[src/logic/radio_ctrl_pkg.sv]
// Purpose: shared constants for the radio controller register and event block
// Assumes: 32-bit AXI4-Lite register bus, one aligned word per register
// Notes: offsets are full byte addresses
package radio_ctrl_pkg;
  // source counts and widths
  localparam int unsigned N_SRC = 5;
  localparam int unsigned LEN_W = 7;
  localparam int unsigned STATE_W = 10;
  localparam int unsigned EVT_CFG_W = 15;
  localparam int unsigned FLT_CFG_W = 10;

  // register byte addresses
  localparam logic [31:0] OFF_RADIO_COMMAND = 32'h4000_0000;
  localparam logic [31:0] OFF_MACHINE_STATE = 32'h4000_0004;
  localparam logic [31:0] OFF_TX_PACKET_START = 32'h4000_0008;
  localparam logic [31:0] OFF_TX_PACKET_LENGTH = 32'h4000_000c;
  localparam logic [31:0] OFF_EVENT_FLAGS = 32'h4000_0010;
  localparam logic [31:0] OFF_EVENT_CONFIG = 32'h4000_0014;
  localparam logic [31:0] OFF_EVENT_FLAG_CLEAR = 32'h4000_0018;
  localparam logic [31:0] OFF_FAULT_FLAGS = 32'h4000_001c;
  localparam logic [31:0] OFF_FAULT_CONFIG = 32'h4000_0020;
  localparam logic [31:0] OFF_FAULT_FLAG_CLEAR = 32'h4000_0024;
  localparam logic [31:0] OFF_TX_DMA_WORD = 32'h4000_0028;
  localparam logic [31:0] OFF_TX_DMA_FETCH_POINTER = 32'h4000_002c;
  localparam logic [31:0] OFF_RX_DMA_WORD = 32'h4000_0030;

  // command bits
  localparam int unsigned CMD_TX_LOAD = 0;
  localparam int unsigned CMD_TX_SEND = 1;
  localparam int unsigned CMD_RX_START = 2;
  localparam int unsigned CMD_RX_STOP = 3;
  localparam int unsigned CMD_REINIT = 4;

  // event_config groups, fault_config groups
  localparam int unsigned EVT_EN_LSB = 10;
  localparam int unsigned EVT_PULSE_LSB = 5;
  localparam int unsigned EVT_MASK_LSB = 0;
  localparam int unsigned FLT_EN_LSB = 5;
  localparam int unsigned FLT_MASK_LSB = 0;

  // machine_state fields
  localparam int unsigned ST_MODE_LSB = 8;
  localparam int unsigned ST_TX_LSB = 4;
  localparam int unsigned ST_RX_LSB = 0;

  // reset values
  localparam logic [EVT_CFG_W-1:0] EVT_CFG_RST = 15'h0000;
  localparam logic [FLT_CFG_W-1:0] FLT_CFG_RST = 10'h000;
  localparam logic [N_SRC-1:0] FLAGS_RST = 5'h00;
  localparam logic [31:0] WORD_RST = 32'h0000_0000;
  localparam logic [LEN_W-1:0] LEN_RST = 7'h00;

  // bus answers
  localparam logic [1:0] RESP_OKAY = 2'h0;
  localparam logic [1:0] RESP_SLVERR = 2'h2;
endpackage

[src/logic/flag_bank_if.sv]
// Purpose: carries one bank of sticky flags between the register block and the bank
// Assumes: one clock domain
// Notes: clr is already qualified by a bus write
`timescale 1ns/1ns
interface flag_bank_if #(parameter int unsigned N = 5);
  logic [N-1:0] evt;
  logic [N-1:0] en;
  logic [N-1:0] clr;
  logic [N-1:0] mask;
  logic [N-1:0] flags;
  logic pending;
  modport ctrl (output evt, output en, output clr, output mask, input flags, input pending);
  modport bank (input evt, input en, input clr, input mask, output flags, output pending);
endinterface

[src/logic/event_flag_bank.sv]
// Purpose: sticky flag bank with per-source enable, write-one clear and mask
// Assumes: events are single-cycle or level strobes on the bus clock
// Notes: a set in the clearing cycle wins over the clear
`timescale 1ns/1ns
module event_flag_bank #(
  parameter int unsigned N = 5
) (
  // clock and reset
  input wire logic i_ref_clk,
  input wire logic i_rst,
  // flag bank
  flag_bank_if.bank fb
);
  logic [N-1:0] flags_q;
  logic [N-1:0] set_bits;

  // only enabled sources may set a flag
  assign set_bits = fb.evt & fb.en;

  // clear first, then set, so a fresh event is never lost
  always_ff @(posedge i_ref_clk or posedge i_rst) begin
    if (i_rst) begin
      flags_q <= radio_ctrl_pkg::FLAGS_RST;
    end else begin
      flags_q <= (flags_q & ~fb.clr) | set_bits;
    end
  end

  // masking acts on the live flag state, not on the setting event
  assign fb.flags = flags_q;
  assign fb.pending = |(flags_q & ~fb.mask);
endmodule

[src/logic/radio_ctrl_irq_regs.sv]
// Purpose: register file, command strobes and interrupt/fault aggregation of the radio controller
// Assumes: AXI4-Lite slave, one write and one read outstanding, machines outside this block
// Notes: all outputs are flops; the interrupt follows the flags by one cycle
`timescale 1ns/1ns

// What this block does
// - five event flags set by enabled events
// - flag bits 0..4 read-only, reset zero
// - writing one clears event flag, zero keeps
// - event config holds enable, pulse, mask
// - enabled pulse to timer lasts as long as the event
// - masked events still set flags silently
// - unmasking a set flag raises interrupt
// - interrupt held while unmasked flag remains
// - five fault flags set by enabled faults
// - fault config enables 9..5, masks 4..0
// - masked faults set flag, no interrupt
// - writing one clears fault flag, zero keeps
// - load and send command bits start transmit
// - listen start and stop; zero does nothing
// - reinit bit resets all radio machines
// - status reports the three machine states
// - DMA word and pointer registers exposed
// - status ten bits: 2, 4, 4
// - faults never pulse the timer
// - packet length seven bits, up to 127
module radio_ctrl_irq_regs (
  // clock and reset
  input wire logic i_ref_clk,
  input wire logic i_rst,
  // axi4-lite write address and data
  input wire logic [31:0] i_awaddr,
  input wire logic [2:0] i_awprot,
  input wire logic i_awvalid,
  output logic o_awready,
  input wire logic [31:0] i_wdata,
  input wire logic [3:0] i_wstrb,
  input wire logic i_wvalid,
  output logic o_wready,
  // axi4-lite write response
  output logic [1:0] o_bresp,
  output logic o_bvalid,
  input wire logic i_bready,
  // axi4-lite read
  input wire logic [31:0] i_araddr,
  input wire logic [2:0] i_arprot,
  input wire logic i_arvalid,
  output logic o_arready,
  output logic [31:0] o_rdata,
  output logic [1:0] o_rresp,
  output logic o_rvalid,
  input wire logic i_rready,
  // radio machine states and events
  input wire logic [1:0] i_mode_state,
  input wire logic [3:0] i_tx_state,
  input wire logic [3:0] i_rx_state,
  input wire logic [radio_ctrl_pkg::N_SRC-1:0] i_event,
  input wire logic [radio_ctrl_pkg::N_SRC-1:0] i_fault,
  // dma side
  input wire logic i_tx_dma_word_we,
  input wire logic [31:0] i_tx_dma_word,
  input wire logic i_fetch_pointer_load,
  input wire logic i_fetch_pointer_step,
  input wire logic i_rx_dma_word_we,
  input wire logic [31:0] i_rx_dma_word,
  // commands and register values to the machines
  output logic [radio_ctrl_pkg::N_SRC-1:0] o_radio_command,
  output logic [31:0] o_tx_packet_start,
  output logic [radio_ctrl_pkg::LEN_W-1:0] o_tx_packet_length,
  output logic [31:0] o_tx_dma_word,
  output logic [31:0] o_tx_fetch_pointer,
  // timer pulses and processor interrupt
  output logic [radio_ctrl_pkg::N_SRC-1:0] o_timer_pulse,
  output logic o_irq
);
  localparam int unsigned NR = 13;

  logic awready_q;
  logic wready_q;
  logic bvalid_q;
  logic [1:0] bresp_q;
  logic arready_q;
  logic rvalid_q;
  logic [1:0] rresp_q;
  logic [31:0] rdata_q;
  logic [31:0] rdata_d;
  logic [31:0] awaddr_q;
  logic [31:0] wdata_q;
  logic [3:0] wstrb_q;
  logic aw_full_q;
  logic w_full_q;
  logic do_wr;
  logic [NR-1:0] wsel;
  logic [NR-1:0] rsel;
  logic rd_take;
  logic [radio_ctrl_pkg::N_SRC-1:0] command_q;
  logic [31:0] start_q;
  logic [radio_ctrl_pkg::LEN_W-1:0] length_q;
  logic [radio_ctrl_pkg::EVT_CFG_W-1:0] evt_cfg_q;
  logic [radio_ctrl_pkg::FLT_CFG_W-1:0] flt_cfg_q;
  logic [31:0] tx_dma_word_q;
  logic [31:0] fetch_pointer_q;
  logic [31:0] rx_dma_word_q;
  logic [radio_ctrl_pkg::N_SRC-1:0] pulse_q;
  logic irq_q;
  logic [radio_ctrl_pkg::N_SRC-1:0] evt_pulse_en;

  flag_bank_if #(.N(radio_ctrl_pkg::N_SRC)) evt_if ();
  flag_bank_if #(.N(radio_ctrl_pkg::N_SRC)) flt_if ();

  // one-hot register select; misaligned or unknown addresses select nothing
  function automatic logic [NR-1:0] reg_decode(input logic [31:0] a);
    logic [NR-1:0] s;
    s = '0;
    s[0] = (a == radio_ctrl_pkg::OFF_RADIO_COMMAND);
    s[1] = (a == radio_ctrl_pkg::OFF_MACHINE_STATE);
    s[2] = (a == radio_ctrl_pkg::OFF_TX_PACKET_START);
    s[3] = (a == radio_ctrl_pkg::OFF_TX_PACKET_LENGTH);
    s[4] = (a == radio_ctrl_pkg::OFF_EVENT_FLAGS);
    s[5] = (a == radio_ctrl_pkg::OFF_EVENT_CONFIG);
    s[6] = (a == radio_ctrl_pkg::OFF_EVENT_FLAG_CLEAR);
    s[7] = (a == radio_ctrl_pkg::OFF_FAULT_FLAGS);
    s[8] = (a == radio_ctrl_pkg::OFF_FAULT_CONFIG);
    s[9] = (a == radio_ctrl_pkg::OFF_FAULT_FLAG_CLEAR);
    s[10] = (a == radio_ctrl_pkg::OFF_TX_DMA_WORD);
    s[11] = (a == radio_ctrl_pkg::OFF_TX_DMA_FETCH_POINTER);
    s[12] = (a == radio_ctrl_pkg::OFF_RX_DMA_WORD);
    return s;
  endfunction

  // byte-lane merge of a write into an existing word
  function automatic logic [31:0] merge_bytes(input logic [31:0] old_w, input logic [31:0] new_w,
                                              input logic [3:0] be);
    logic [31:0] r;
    r = old_w;
    for (int b = 0; b < 4; b++) begin
      if (be[b]) begin
        r[8*b +: 8] = new_w[8*b +: 8];
      end
    end
    return r;
  endfunction

  assign wsel = reg_decode(awaddr_q);
  assign rsel = reg_decode(i_araddr);
  assign do_wr = aw_full_q & w_full_q & ~bvalid_q;
  assign rd_take = i_arvalid & arready_q;

  // write address and data are taken in either order and held until the response is taken
  always_ff @(posedge i_ref_clk or posedge i_rst) begin
    if (i_rst) begin
      awready_q <= 1'b1;
      wready_q <= 1'b1;
      aw_full_q <= 1'b0;
      w_full_q <= 1'b0;
      awaddr_q <= radio_ctrl_pkg::WORD_RST;
      wdata_q <= radio_ctrl_pkg::WORD_RST;
      wstrb_q <= 4'h0;
    end else begin
      if (i_awvalid && awready_q) begin
        awaddr_q <= i_awaddr;
        aw_full_q <= 1'b1;
        awready_q <= 1'b0;
      end
      if (i_wvalid && wready_q) begin
        wdata_q <= i_wdata;
        wstrb_q <= i_wstrb;
        w_full_q <= 1'b1;
        wready_q <= 1'b0;
      end
      if (bvalid_q && i_bready) begin
        aw_full_q <= 1'b0;
        w_full_q <= 1'b0;
        awready_q <= 1'b1;
        wready_q <= 1'b1;
      end
    end
  end

  // write response one cycle after both halves are held; unknown address answers slverr
  always_ff @(posedge i_ref_clk or posedge i_rst) begin
    if (i_rst) begin
      bvalid_q <= 1'b0;
      bresp_q <= radio_ctrl_pkg::RESP_OKAY;
    end else if (do_wr) begin
      bvalid_q <= 1'b1;
      bresp_q <= (|wsel) ? radio_ctrl_pkg::RESP_OKAY : radio_ctrl_pkg::RESP_SLVERR;
    end else if (bvalid_q && i_bready) begin
      bvalid_q <= 1'b0;
    end
  end

  // command strobes last one cycle; a zero bit does nothing
  always_ff @(posedge i_ref_clk or posedge i_rst) begin
    if (i_rst) begin
      command_q <= '0;
    end else if (do_wr && wsel[0] && wstrb_q[0]) begin
      command_q <= wdata_q[radio_ctrl_pkg::N_SRC-1:0];
    end else begin
      command_q <= '0;
    end
  end

  // software-owned words; the block never alters start or length
  always_ff @(posedge i_ref_clk or posedge i_rst) begin
    if (i_rst) begin
      start_q <= radio_ctrl_pkg::WORD_RST;
      length_q <= radio_ctrl_pkg::LEN_RST;
    end else if (do_wr) begin
      if (wsel[2]) begin
        start_q <= merge_bytes(start_q, wdata_q, wstrb_q);
      end
      if (wsel[3] && wstrb_q[0]) begin
        length_q <= wdata_q[radio_ctrl_pkg::LEN_W-1:0];
      end
    end
  end

  // configuration registers, only the low bits of the word exist
  always_ff @(posedge i_ref_clk or posedge i_rst) begin
    if (i_rst) begin
      evt_cfg_q <= radio_ctrl_pkg::EVT_CFG_RST;
      flt_cfg_q <= radio_ctrl_pkg::FLT_CFG_RST;
    end else if (do_wr) begin
      if (wsel[5]) begin
        evt_cfg_q <= (radio_ctrl_pkg::EVT_CFG_W)'(merge_bytes({17'h0, evt_cfg_q}, wdata_q, wstrb_q));
      end
      if (wsel[8]) begin
        flt_cfg_q <= (radio_ctrl_pkg::FLT_CFG_W)'(merge_bytes({22'h0, flt_cfg_q}, wdata_q, wstrb_q));
      end
    end
  end

  // dma-owned words; the machines' load and step beat a software write
  always_ff @(posedge i_ref_clk or posedge i_rst) begin
    if (i_rst) begin
      tx_dma_word_q <= radio_ctrl_pkg::WORD_RST;
      fetch_pointer_q <= radio_ctrl_pkg::WORD_RST;
      rx_dma_word_q <= radio_ctrl_pkg::WORD_RST;
    end else begin
      if (i_tx_dma_word_we) begin
        tx_dma_word_q <= i_tx_dma_word;
      end
      if (i_rx_dma_word_we) begin
        rx_dma_word_q <= i_rx_dma_word;
      end
      if (i_fetch_pointer_load) begin
        fetch_pointer_q <= start_q;
      end else if (i_fetch_pointer_step) begin
        fetch_pointer_q <= fetch_pointer_q + 32'h0000_0004;
      end else if (do_wr && wsel[11]) begin
        fetch_pointer_q <= merge_bytes(fetch_pointer_q, wdata_q, wstrb_q);
      end
    end
  end

  // flag banks: clear strobes come from a lane-0 write of the clear registers
  assign evt_if.evt = i_event;
  assign evt_if.en = evt_cfg_q[radio_ctrl_pkg::EVT_EN_LSB +: radio_ctrl_pkg::N_SRC];
  assign evt_if.mask = evt_cfg_q[radio_ctrl_pkg::EVT_MASK_LSB +: radio_ctrl_pkg::N_SRC];
  assign evt_if.clr = (do_wr && wsel[6] && wstrb_q[0]) ? wdata_q[radio_ctrl_pkg::N_SRC-1:0] : '0;
  assign flt_if.evt = i_fault;
  assign flt_if.en = flt_cfg_q[radio_ctrl_pkg::FLT_EN_LSB +: radio_ctrl_pkg::N_SRC];
  assign flt_if.mask = flt_cfg_q[radio_ctrl_pkg::FLT_MASK_LSB +: radio_ctrl_pkg::N_SRC];
  assign flt_if.clr = (do_wr && wsel[9] && wstrb_q[0]) ? wdata_q[radio_ctrl_pkg::N_SRC-1:0] : '0;

  event_flag_bank #(.N(radio_ctrl_pkg::N_SRC)) u_event_bank (
    .i_ref_clk(i_ref_clk),
    .i_rst(i_rst),
    .fb(evt_if.bank)
  );

  event_flag_bank #(.N(radio_ctrl_pkg::N_SRC)) u_fault_bank (
    .i_ref_clk(i_ref_clk),
    .i_rst(i_rst),
    .fb(flt_if.bank)
  );

  // timer pulses follow the event itself, independent of flag enable; faults have no path here
  assign evt_pulse_en = evt_cfg_q[radio_ctrl_pkg::EVT_PULSE_LSB +: radio_ctrl_pkg::N_SRC];
  always_ff @(posedge i_ref_clk or posedge i_rst) begin
    if (i_rst) begin
      pulse_q <= '0;
    end else begin
      pulse_q <= i_event & evt_pulse_en;
    end
  end

  // one level interrupt, registered so the core sees a clean flop
  always_ff @(posedge i_ref_clk or posedge i_rst) begin
    if (i_rst) begin
      irq_q <= 1'b0;
    end else begin
      irq_q <= evt_if.pending | flt_if.pending;
    end
  end

  // read mux; write-only registers and the unused upper bits read as zero
  always_comb begin
    rdata_d = '0;
    if (rsel[1]) begin
      rdata_d[radio_ctrl_pkg::ST_MODE_LSB +: 2] = i_mode_state;
      rdata_d[radio_ctrl_pkg::ST_TX_LSB +: 4] = i_tx_state;
      rdata_d[radio_ctrl_pkg::ST_RX_LSB +: 4] = i_rx_state;
    end
    if (rsel[2]) begin
      rdata_d = start_q;
    end
    if (rsel[3]) begin
      rdata_d[radio_ctrl_pkg::LEN_W-1:0] = length_q;
    end
    if (rsel[4]) begin
      rdata_d[radio_ctrl_pkg::N_SRC-1:0] = evt_if.flags;
    end
    if (rsel[5]) begin
      rdata_d[radio_ctrl_pkg::EVT_CFG_W-1:0] = evt_cfg_q;
    end
    if (rsel[7]) begin
      rdata_d[radio_ctrl_pkg::N_SRC-1:0] = flt_if.flags;
    end
    if (rsel[8]) begin
      rdata_d[radio_ctrl_pkg::FLT_CFG_W-1:0] = flt_cfg_q;
    end
    if (rsel[10]) begin
      rdata_d = tx_dma_word_q;
    end
    if (rsel[11]) begin
      rdata_d = fetch_pointer_q;
    end
    if (rsel[12]) begin
      rdata_d = rx_dma_word_q;
    end
  end

  // read channel: answer one cycle after the address is taken
  always_ff @(posedge i_ref_clk or posedge i_rst) begin
    if (i_rst) begin
      arready_q <= 1'b1;
      rvalid_q <= 1'b0;
      rresp_q <= radio_ctrl_pkg::RESP_OKAY;
      rdata_q <= radio_ctrl_pkg::WORD_RST;
    end else if (rd_take) begin
      arready_q <= 1'b0;
      rvalid_q <= 1'b1;
      rdata_q <= rdata_d;
      rresp_q <= (|rsel) ? radio_ctrl_pkg::RESP_OKAY : radio_ctrl_pkg::RESP_SLVERR;
    end else if (rvalid_q && i_rready) begin
      rvalid_q <= 1'b0;
      arready_q <= 1'b1;
    end
  end

  // outputs straight from flops
  assign o_awready = awready_q;
  assign o_wready = wready_q;
  assign o_bvalid = bvalid_q;
  assign o_bresp = bresp_q;
  assign o_arready = arready_q;
  assign o_rvalid = rvalid_q;
  assign o_rresp = rresp_q;
  assign o_rdata = rdata_q;
  assign o_radio_command = command_q;
  assign o_tx_packet_start = start_q;
  assign o_tx_packet_length = length_q;
  assign o_tx_dma_word = tx_dma_word_q;
  assign o_tx_fetch_pointer = fetch_pointer_q;
  assign o_timer_pulse = pulse_q;
  assign o_irq = irq_q;
endmodule

[config.mk]
export PLATFORM = sky130hd
export DESIGN_NAME = radio_ctrl_irq_regs
export DESIGN_NICKNAME = d
export VERILOG_FILES = /design/src/logic/radio_ctrl_pkg.sv /design/src/logic/flag_bank_if.sv /design/src/logic/event_flag_bank.sv /design/src/logic/radio_ctrl_irq_regs.sv
export SDC_FILE = /design/constraint.sdc
export NUM_CORES = 1
export LEC_CHECK = 0
export BUFFER_PORTS_ARGS = -buffer_cell sky130_fd_sc_hd__buf_4
export CAP_MARGIN = 10
export CORE_UTILIZATION = 40
export CTS_CLUSTER_SIZE = 8
export DETAILED_ROUTE_END_ITERATION = 10
export MAX_ROUTING_LAYER = met4
export PLACE_DENSITY = 0.73
export SETUP_SLACK_MARGIN = 0.02
export SYNTH_ARGS = -nofsm -noshare
export SYNTH_HDL_FRONTEND = slang
export SYNTH_SLANG_ARGS = --single-unit
[constraint.sdc]
create_clock -name i_ref_clk -period 22.1 [get_ports i_ref_clk]
set_input_delay 4.42 -clock i_ref_clk [delete_from_list [all_inputs] [get_ports i_ref_clk]]
set_output_delay 4.42 -clock i_ref_clk [all_outputs]
set_load 0.02 [all_outputs]
[Word level (Yosys, flattened, before mapping)]
Index checks and enable logic that the tools add are counted.
Operators by class
  reductions and logical operators: 38
  bitwise gates (word level): 18
  mux-type cells: 36
  $add $sub $neg: 1
  equality and inequality tests: 26
Operator list (count)
  $eq 32x31->1 const B: 26
  $mux 32: 7
  $and 5x5->5: 7
  $add 32x3->32 const B: 1
  $mux 8: 4
  $reduce_or 13->1: 2
  $mux 5: 5
  $reduce_and 3->1: 8
  $mux 10: 2
  $not 5->5: 4
  $mux 15: 1
  $reduce_bool 3->1: 5
  $mux 1: 14
  $logic_and 1x1->1: 12
  $or 5x5->5: 2
  $reduce_and 2->1: 5
  $reduce_or 5->1: 2
  $reduce_bool 2->1: 4
  $mux 7: 1
  $mux 2: 2
  $and 1x1->1: 3
  $not 1->1: 1
  $or 1x1->1: 1
Word-level totals
  bits in registers: 292

[Logic depth before layout (Yosys ltp)]
  depth in word-level cells: 11
  mapped depth: 8
  gate-level depth less buffers: 6

[Cells and area by module]
From an unflattened synthesis, not the netlist that was laid out.
Unflattened totals
  cells, all modules: 1185
  area total of the unflattened synthesis: 13472.9 µm²
Modules (own cells, without submodules)
  radio_ctrl_irq_regs: area each 13040.0 µm², cells an instance 1135, times used 1
  event_flag_bank: area each 216.5 µm², cells an instance 25, times used 2

[Worst setup path after synthesis]
No wires, ideal clock.
  path kind: input port to flip-flop
  from: in i_araddr[13]
  to: reg rdata_q[15], in the netlist o_rdata[15]
  stages on the path: 6
  data required time: 22.004 ns
  arrival time: 5.964 ns
  setup time: 0.096 ns
  path slack: 16.040 ns
  buffers on the path: 2
  cells stage by stage: nor4_1 nand3_1 or3_1 clkbuf_1 buf_1 o31ai_1
Between the ends
  longest elaborated chain between the ends: 5
RTL lines
  start, declared: RTL line radio_ctrl_irq_regs.sv:45  | input wire logic [31:0] i_araddr,
  $eq 32x31->1: RTL line radio_ctrl_irq_regs.sv:117  | s[2] = (a == radio_ctrl_pkg::OFF_TX_PACKET_START);
  $mux 32: RTL line radio_ctrl_irq_regs.sv:306  | if (rsel[2]) begin
  $mux 32: RTL line radio_ctrl_irq_regs.sv:324  | if (rsel[10]) begin
  $mux 32: RTL line radio_ctrl_irq_regs.sv:327  | if (rsel[11]) begin
  $mux 32 (*): RTL line radio_ctrl_irq_regs.sv:330  | if (rsel[12]) begin
  end signal, assigned: RTL line radio_ctrl_irq_regs.sv:341  | rdata_q <= radio_ctrl_pkg::WORD_RST;
  end signal, assigned: RTL line radio_ctrl_irq_regs.sv:345  | rdata_q <= rdata_d;
  end, declared: RTL line radio_ctrl_irq_regs.sv:85  | logic [31:0] rdata_q;
Every way passes the cells marked *; elsewhere a longest branch is shown, timed or not.
A chain may end at the register's enable or synchronous reset.

[Worst setup path in the final report]
  from: in i_araddr[2]
  to: reg rdata_q[3], in the netlist o_rdata[3]
Between the ends
  longest elaborated chain between the ends: 11
RTL lines
  $eq 32x31->1: RTL line radio_ctrl_irq_regs.sv:116  | s[1] = (a == radio_ctrl_pkg::OFF_MACHINE_STATE);
  $mux 10: RTL line radio_ctrl_irq_regs.sv:301  | if (rsel[1]) begin
  $mux 32: RTL line radio_ctrl_irq_regs.sv:306
  $mux 7: RTL line radio_ctrl_irq_regs.sv:309  | if (rsel[3]) begin
  $mux 5: RTL line radio_ctrl_irq_regs.sv:312  | if (rsel[4]) begin
  $mux 15: RTL line radio_ctrl_irq_regs.sv:315  | if (rsel[5]) begin
  $mux 5: RTL line radio_ctrl_irq_regs.sv:318  | if (rsel[7]) begin
  $mux 10: RTL line radio_ctrl_irq_regs.sv:321  | if (rsel[8]) begin
  $mux 32: RTL line radio_ctrl_irq_regs.sv:324
  $mux 32: RTL line radio_ctrl_irq_regs.sv:327
  $mux 32 (*): RTL line radio_ctrl_irq_regs.sv:330
Marked as above.

==> summary.txt <==
Critical path
  • Worst setup SP type: primary input
  • Worst Setup End Kind: flip-flop
  • Crit Path Max Fanout: 50
  • Crit-path cells: buf_4, buf_4, nor2_1, nand3_1, nand2_1, a2111oi_0, a21oi_1
  • Largest delay share family, worst path: compound AO/OA/AOI/OAI gates
  • R2R depth: 6
  • Worst r2r dst: flt_cfg_q[5]$_DFFE_PP0P_
  • Worst reg2reg setup slack: 18,950 ps
  • Bufs and invs on worst path: 2
  • Worst EP required: 22,460 ps
  • Arr. time, crit path: 7250 ps
  • Worst r2r src: awaddr_q[28]$_DFFE_PP0P_
  • Crit path kind: primary input to flip-flop
  • Max incr delay on CP: 930 ps
  • Most used cell, CP: buf_4
  • Worst-path cell with the longest stage delay: a2111oi_0

Floorplan
  • # IOs: 356
  • Initial Util: 40.88%
  • Die area: 36,240 µm²
  • Core area: 34,710 µm²
  • Die width: 190.4 µm
  • Row count: 68
  • Die height: 190.4 µm

STA
  • Slew headroom: 24.06%
  • Final Hold Fails: 0
  • F_max: 145.1 MHz
  • Worst Tran Pin Value: 1110 ps
  • Max-slew violation count: 0
  • Tcrit/Tclk final: 31.18%
  • Final Setup Violations: 0
  • Min cycle time layout: 6891 ps
  • Clock Skews: 24.44 ps
  • WHS: 480.9 ps
  • Setup TNS Final: 0 ps
  • Unrepaired setup endpoints after global routing: no

Clocking
  • Worst-path clk slew: 50 ps
  • Max clock buf depth: 3
  • Number of clock sinks: 290
  • Post-CTS Setup Bufs: 0
  • Root Driver: clkbuf_16
  • Post-CTS resize count: 0
  • TritonCTS Buffers: 42
  • CTS tree: built
  • # hold bufs at CTS: 0
  • H-tree depth: 2
  • Clk_lat worst skew: 540 ps

Global route
  • Initial antenna violation count: 1
  • Number of global-route vias before repair: 11,920
  • Largest net degree at the start of global routing: 81
  • All-Layer GR Usage: 27.02%
  • First-pass GRT wire length: 72,040 µm
  • Grt ovf: 0

Drt
  • Avg WL per Cell: 23.34 µm
  • Total number of vias: 11,900
  • Via/cell ratio: 5.834
  • DRC viols: 0
  • Initial DRC Count: 971
  • Final wirelength: 47,620 µm
  • DRT Pass-1 Iters: 5
  • Antenna viol nets, final: 0

Finish
  • Area Overhead vs Synth: 29.04%
  • Fin nets: 1,767
  • Layout cells sized above 1: 40.40%

Power and ir drop
  • Worst VDD drop: 0.09494 mV
  • PD cells: 90.77 nW/µm²
  • Final Power: 1.662 mW
  • Static Leakage: 8.282 nW

Logic synthesis
  • List of most frequent post-synthesis cells: 287 x dfrtp_1, 205 x mux2_2, 78 x nand2_1, 51 x clkbuf_1, 49 x nor2_1
  • Prevailing post-synth register cell: dfrtp_1
  • Syn_area_per_cell: 11.42 µm²
  • Synth top area share: 50.61%
  • Post-synth cell types: 79
  • Top-count cell post-synth: dfrtp_1
  • Cell Area, Synth: 14,190 µm²
  • Cells after synthesis: 1,243
  • Largest area contributor in the netlist: dfrtp_1
  • Synth Warn #: 0
  • Synth area leaders: dfrtp_1 51%, mux2_2 16%, mux2i_1 2.3%
  • Number of synthesized flops with an enable pin: 0
  • Yosys reg bits: 290
  • Register area share after synthesis: 51.16%
  • Async set-or-reset flop fraction in the synthesized netlist: 100.0%

Status
  • Outcome: complete, no violations

Place
  • Routability cong.: 0.9067
  • IO buf count: 347
  • Hpwl dp: 34,730 µm

Worst hold path
  • Hold EP: o_rdata[20]$_DFFE_PP0P_
  • Min-Delay Startpoint: o_rdata[20]$_DFFE_PP0P_
  • Hold WC Path Type: flip-flop to flip-flop
  • Hold path cells: 2

Run
  • Max Cap Violations: 0
## metal layers
metal  up-vias  wire length, µm  global-route usage (%)  part of all wire, %
met5         -                0                       -                    0
met4         0             1481                   9.138                  3.1
met3        98             3902                   5.778                  8.2
met2       526            22460                   41.86                   47
met1      5935            19770                   35.05                   42
li1       5343                -                       -                    -
## sequential cells by signal (all words and copies together), names as in the netlist, 4 cells and up
signal and flops:
evt_cfg_q 15, o_timer_pulse 5, o_tx_dma_word 32, u_event_bank.fb.flags 5
u_fault_bank.fb.flags 5, wdata_q 32, o_tx_fetch_pointer 32, o_rdata 32
o_radio_command 5, wstrb_q 4, o_tx_packet_length 7, rx_dma_word_q 32
o_tx_packet_start 32, awaddr_q 32, flt_cfg_q 10
## area by class of cell
type / count / area [µm²]
Clock buffer: 62 / 1190
Antenna cell: 1 / 2.502
Timing Repair Buffer: 359 / 2715
Multi-Input combinational cell: 846 / 6465
Inverter: 26 / 105.1
Fill cell: 3077 / 16400
Clock inverter: 1 / 5.005
Sequential cell: 290 / 7261
Tap cell: 455 / 569.3
## logic make-up (layout without fill, tap and decap cells)
| family | after synthesis | after routing | share of synthesized area [%] |
|---|---|---|---|
| AND/OR/NAND/NOR | 310 | 310 | 12.16 |
| other | 1 | 3 | 0.02642 |
| AO/OA/AOI/OAI | 295 | 295 | 14.64 |
| XOR/XNOR | 1 | 1 | 0.06173 |
| buffers and inverters | 108 | 448 | 3.341 |
| flip-flops | 290 | 290 | 51.16 |
| multiplexers | 237 | 237 | 18.52 |
| adder cells (fa/ha/maj) | 1 | 1 | 0.08815 |
## worst reg2reg max path, cell delays in order, from the launching register on
cell and delay, ps:
dfrtp_1 380, nor4_1 430, nand4_1 410, nor2_1 610, buf_4 280, and3_1 520, mux2_2 390
## placed cells by master, fill, tap and decap left out, types with 10 or more instances in the layout
master	instances
o21ai_0	41
buf_4	358
nand3_1	22
nor4_1	21
o31ai_1	32
o22ai_1	22
nand2_1	76
nor2_1	49
nor2b_1	15
a221oi_1	20
and2_1	20
o211ai_1	14
clkbuf_1	17
dfrtp_1	287
a211oi_1	10
a22oi_1	20
mux2_2	205
nor3_1	13
mux2i_1	32
a21oi_1	48
clkbuf_16	45
and3_1	12
nand4_1	22
a22o_1	23
inv_1	25
## stage by stage
stage               util, %  setup slack, ps  cell area (µm²)  std cells
CTS                   52.67            15390            18280       2038
finish                52.75            15210            18310       2040
global route          52.75            15110            18310       2040
detailed placement    49.23            14850            17090       1975
floorplan                 -             9679            14190       1244
global placement      49.23            14890            17090       1975
## how the worst max path moves through the flow
stage / startpoint / endpoint / slack, ps / depth (start not counted)
after floorplan: i_rst / aw_full_q$_DFFE_PP0P_ / 9680 / 1
after global placement: i_araddr[2] / o_rdata[3]$_DFFE_PP0P_ / 14890 / 7
after detailed placement: i_araddr[2] / o_rdata[3]$_DFFE_PP0P_ / 14850 / 7
after CTS: i_araddr[2] / o_rdata[3]$_DFFE_PP0P_ / 15390 / 7
after global routing: i_araddr[2] / o_rdata[3]$_DFFE_PP0P_ / 15110 / 7
final: i_araddr[2] / o_rdata[3]$_DFFE_PP0P_ / 15210 / 7
## where the power goes
part	internal (mW)	switching, mW	leakage (nW)
Sequential	0.628	0.123	3.71
Clock	0.365	0.226	0.579
Combinational	0.164	0.156	4.00
Note: power is estimated with default switching activity, not from simulation.
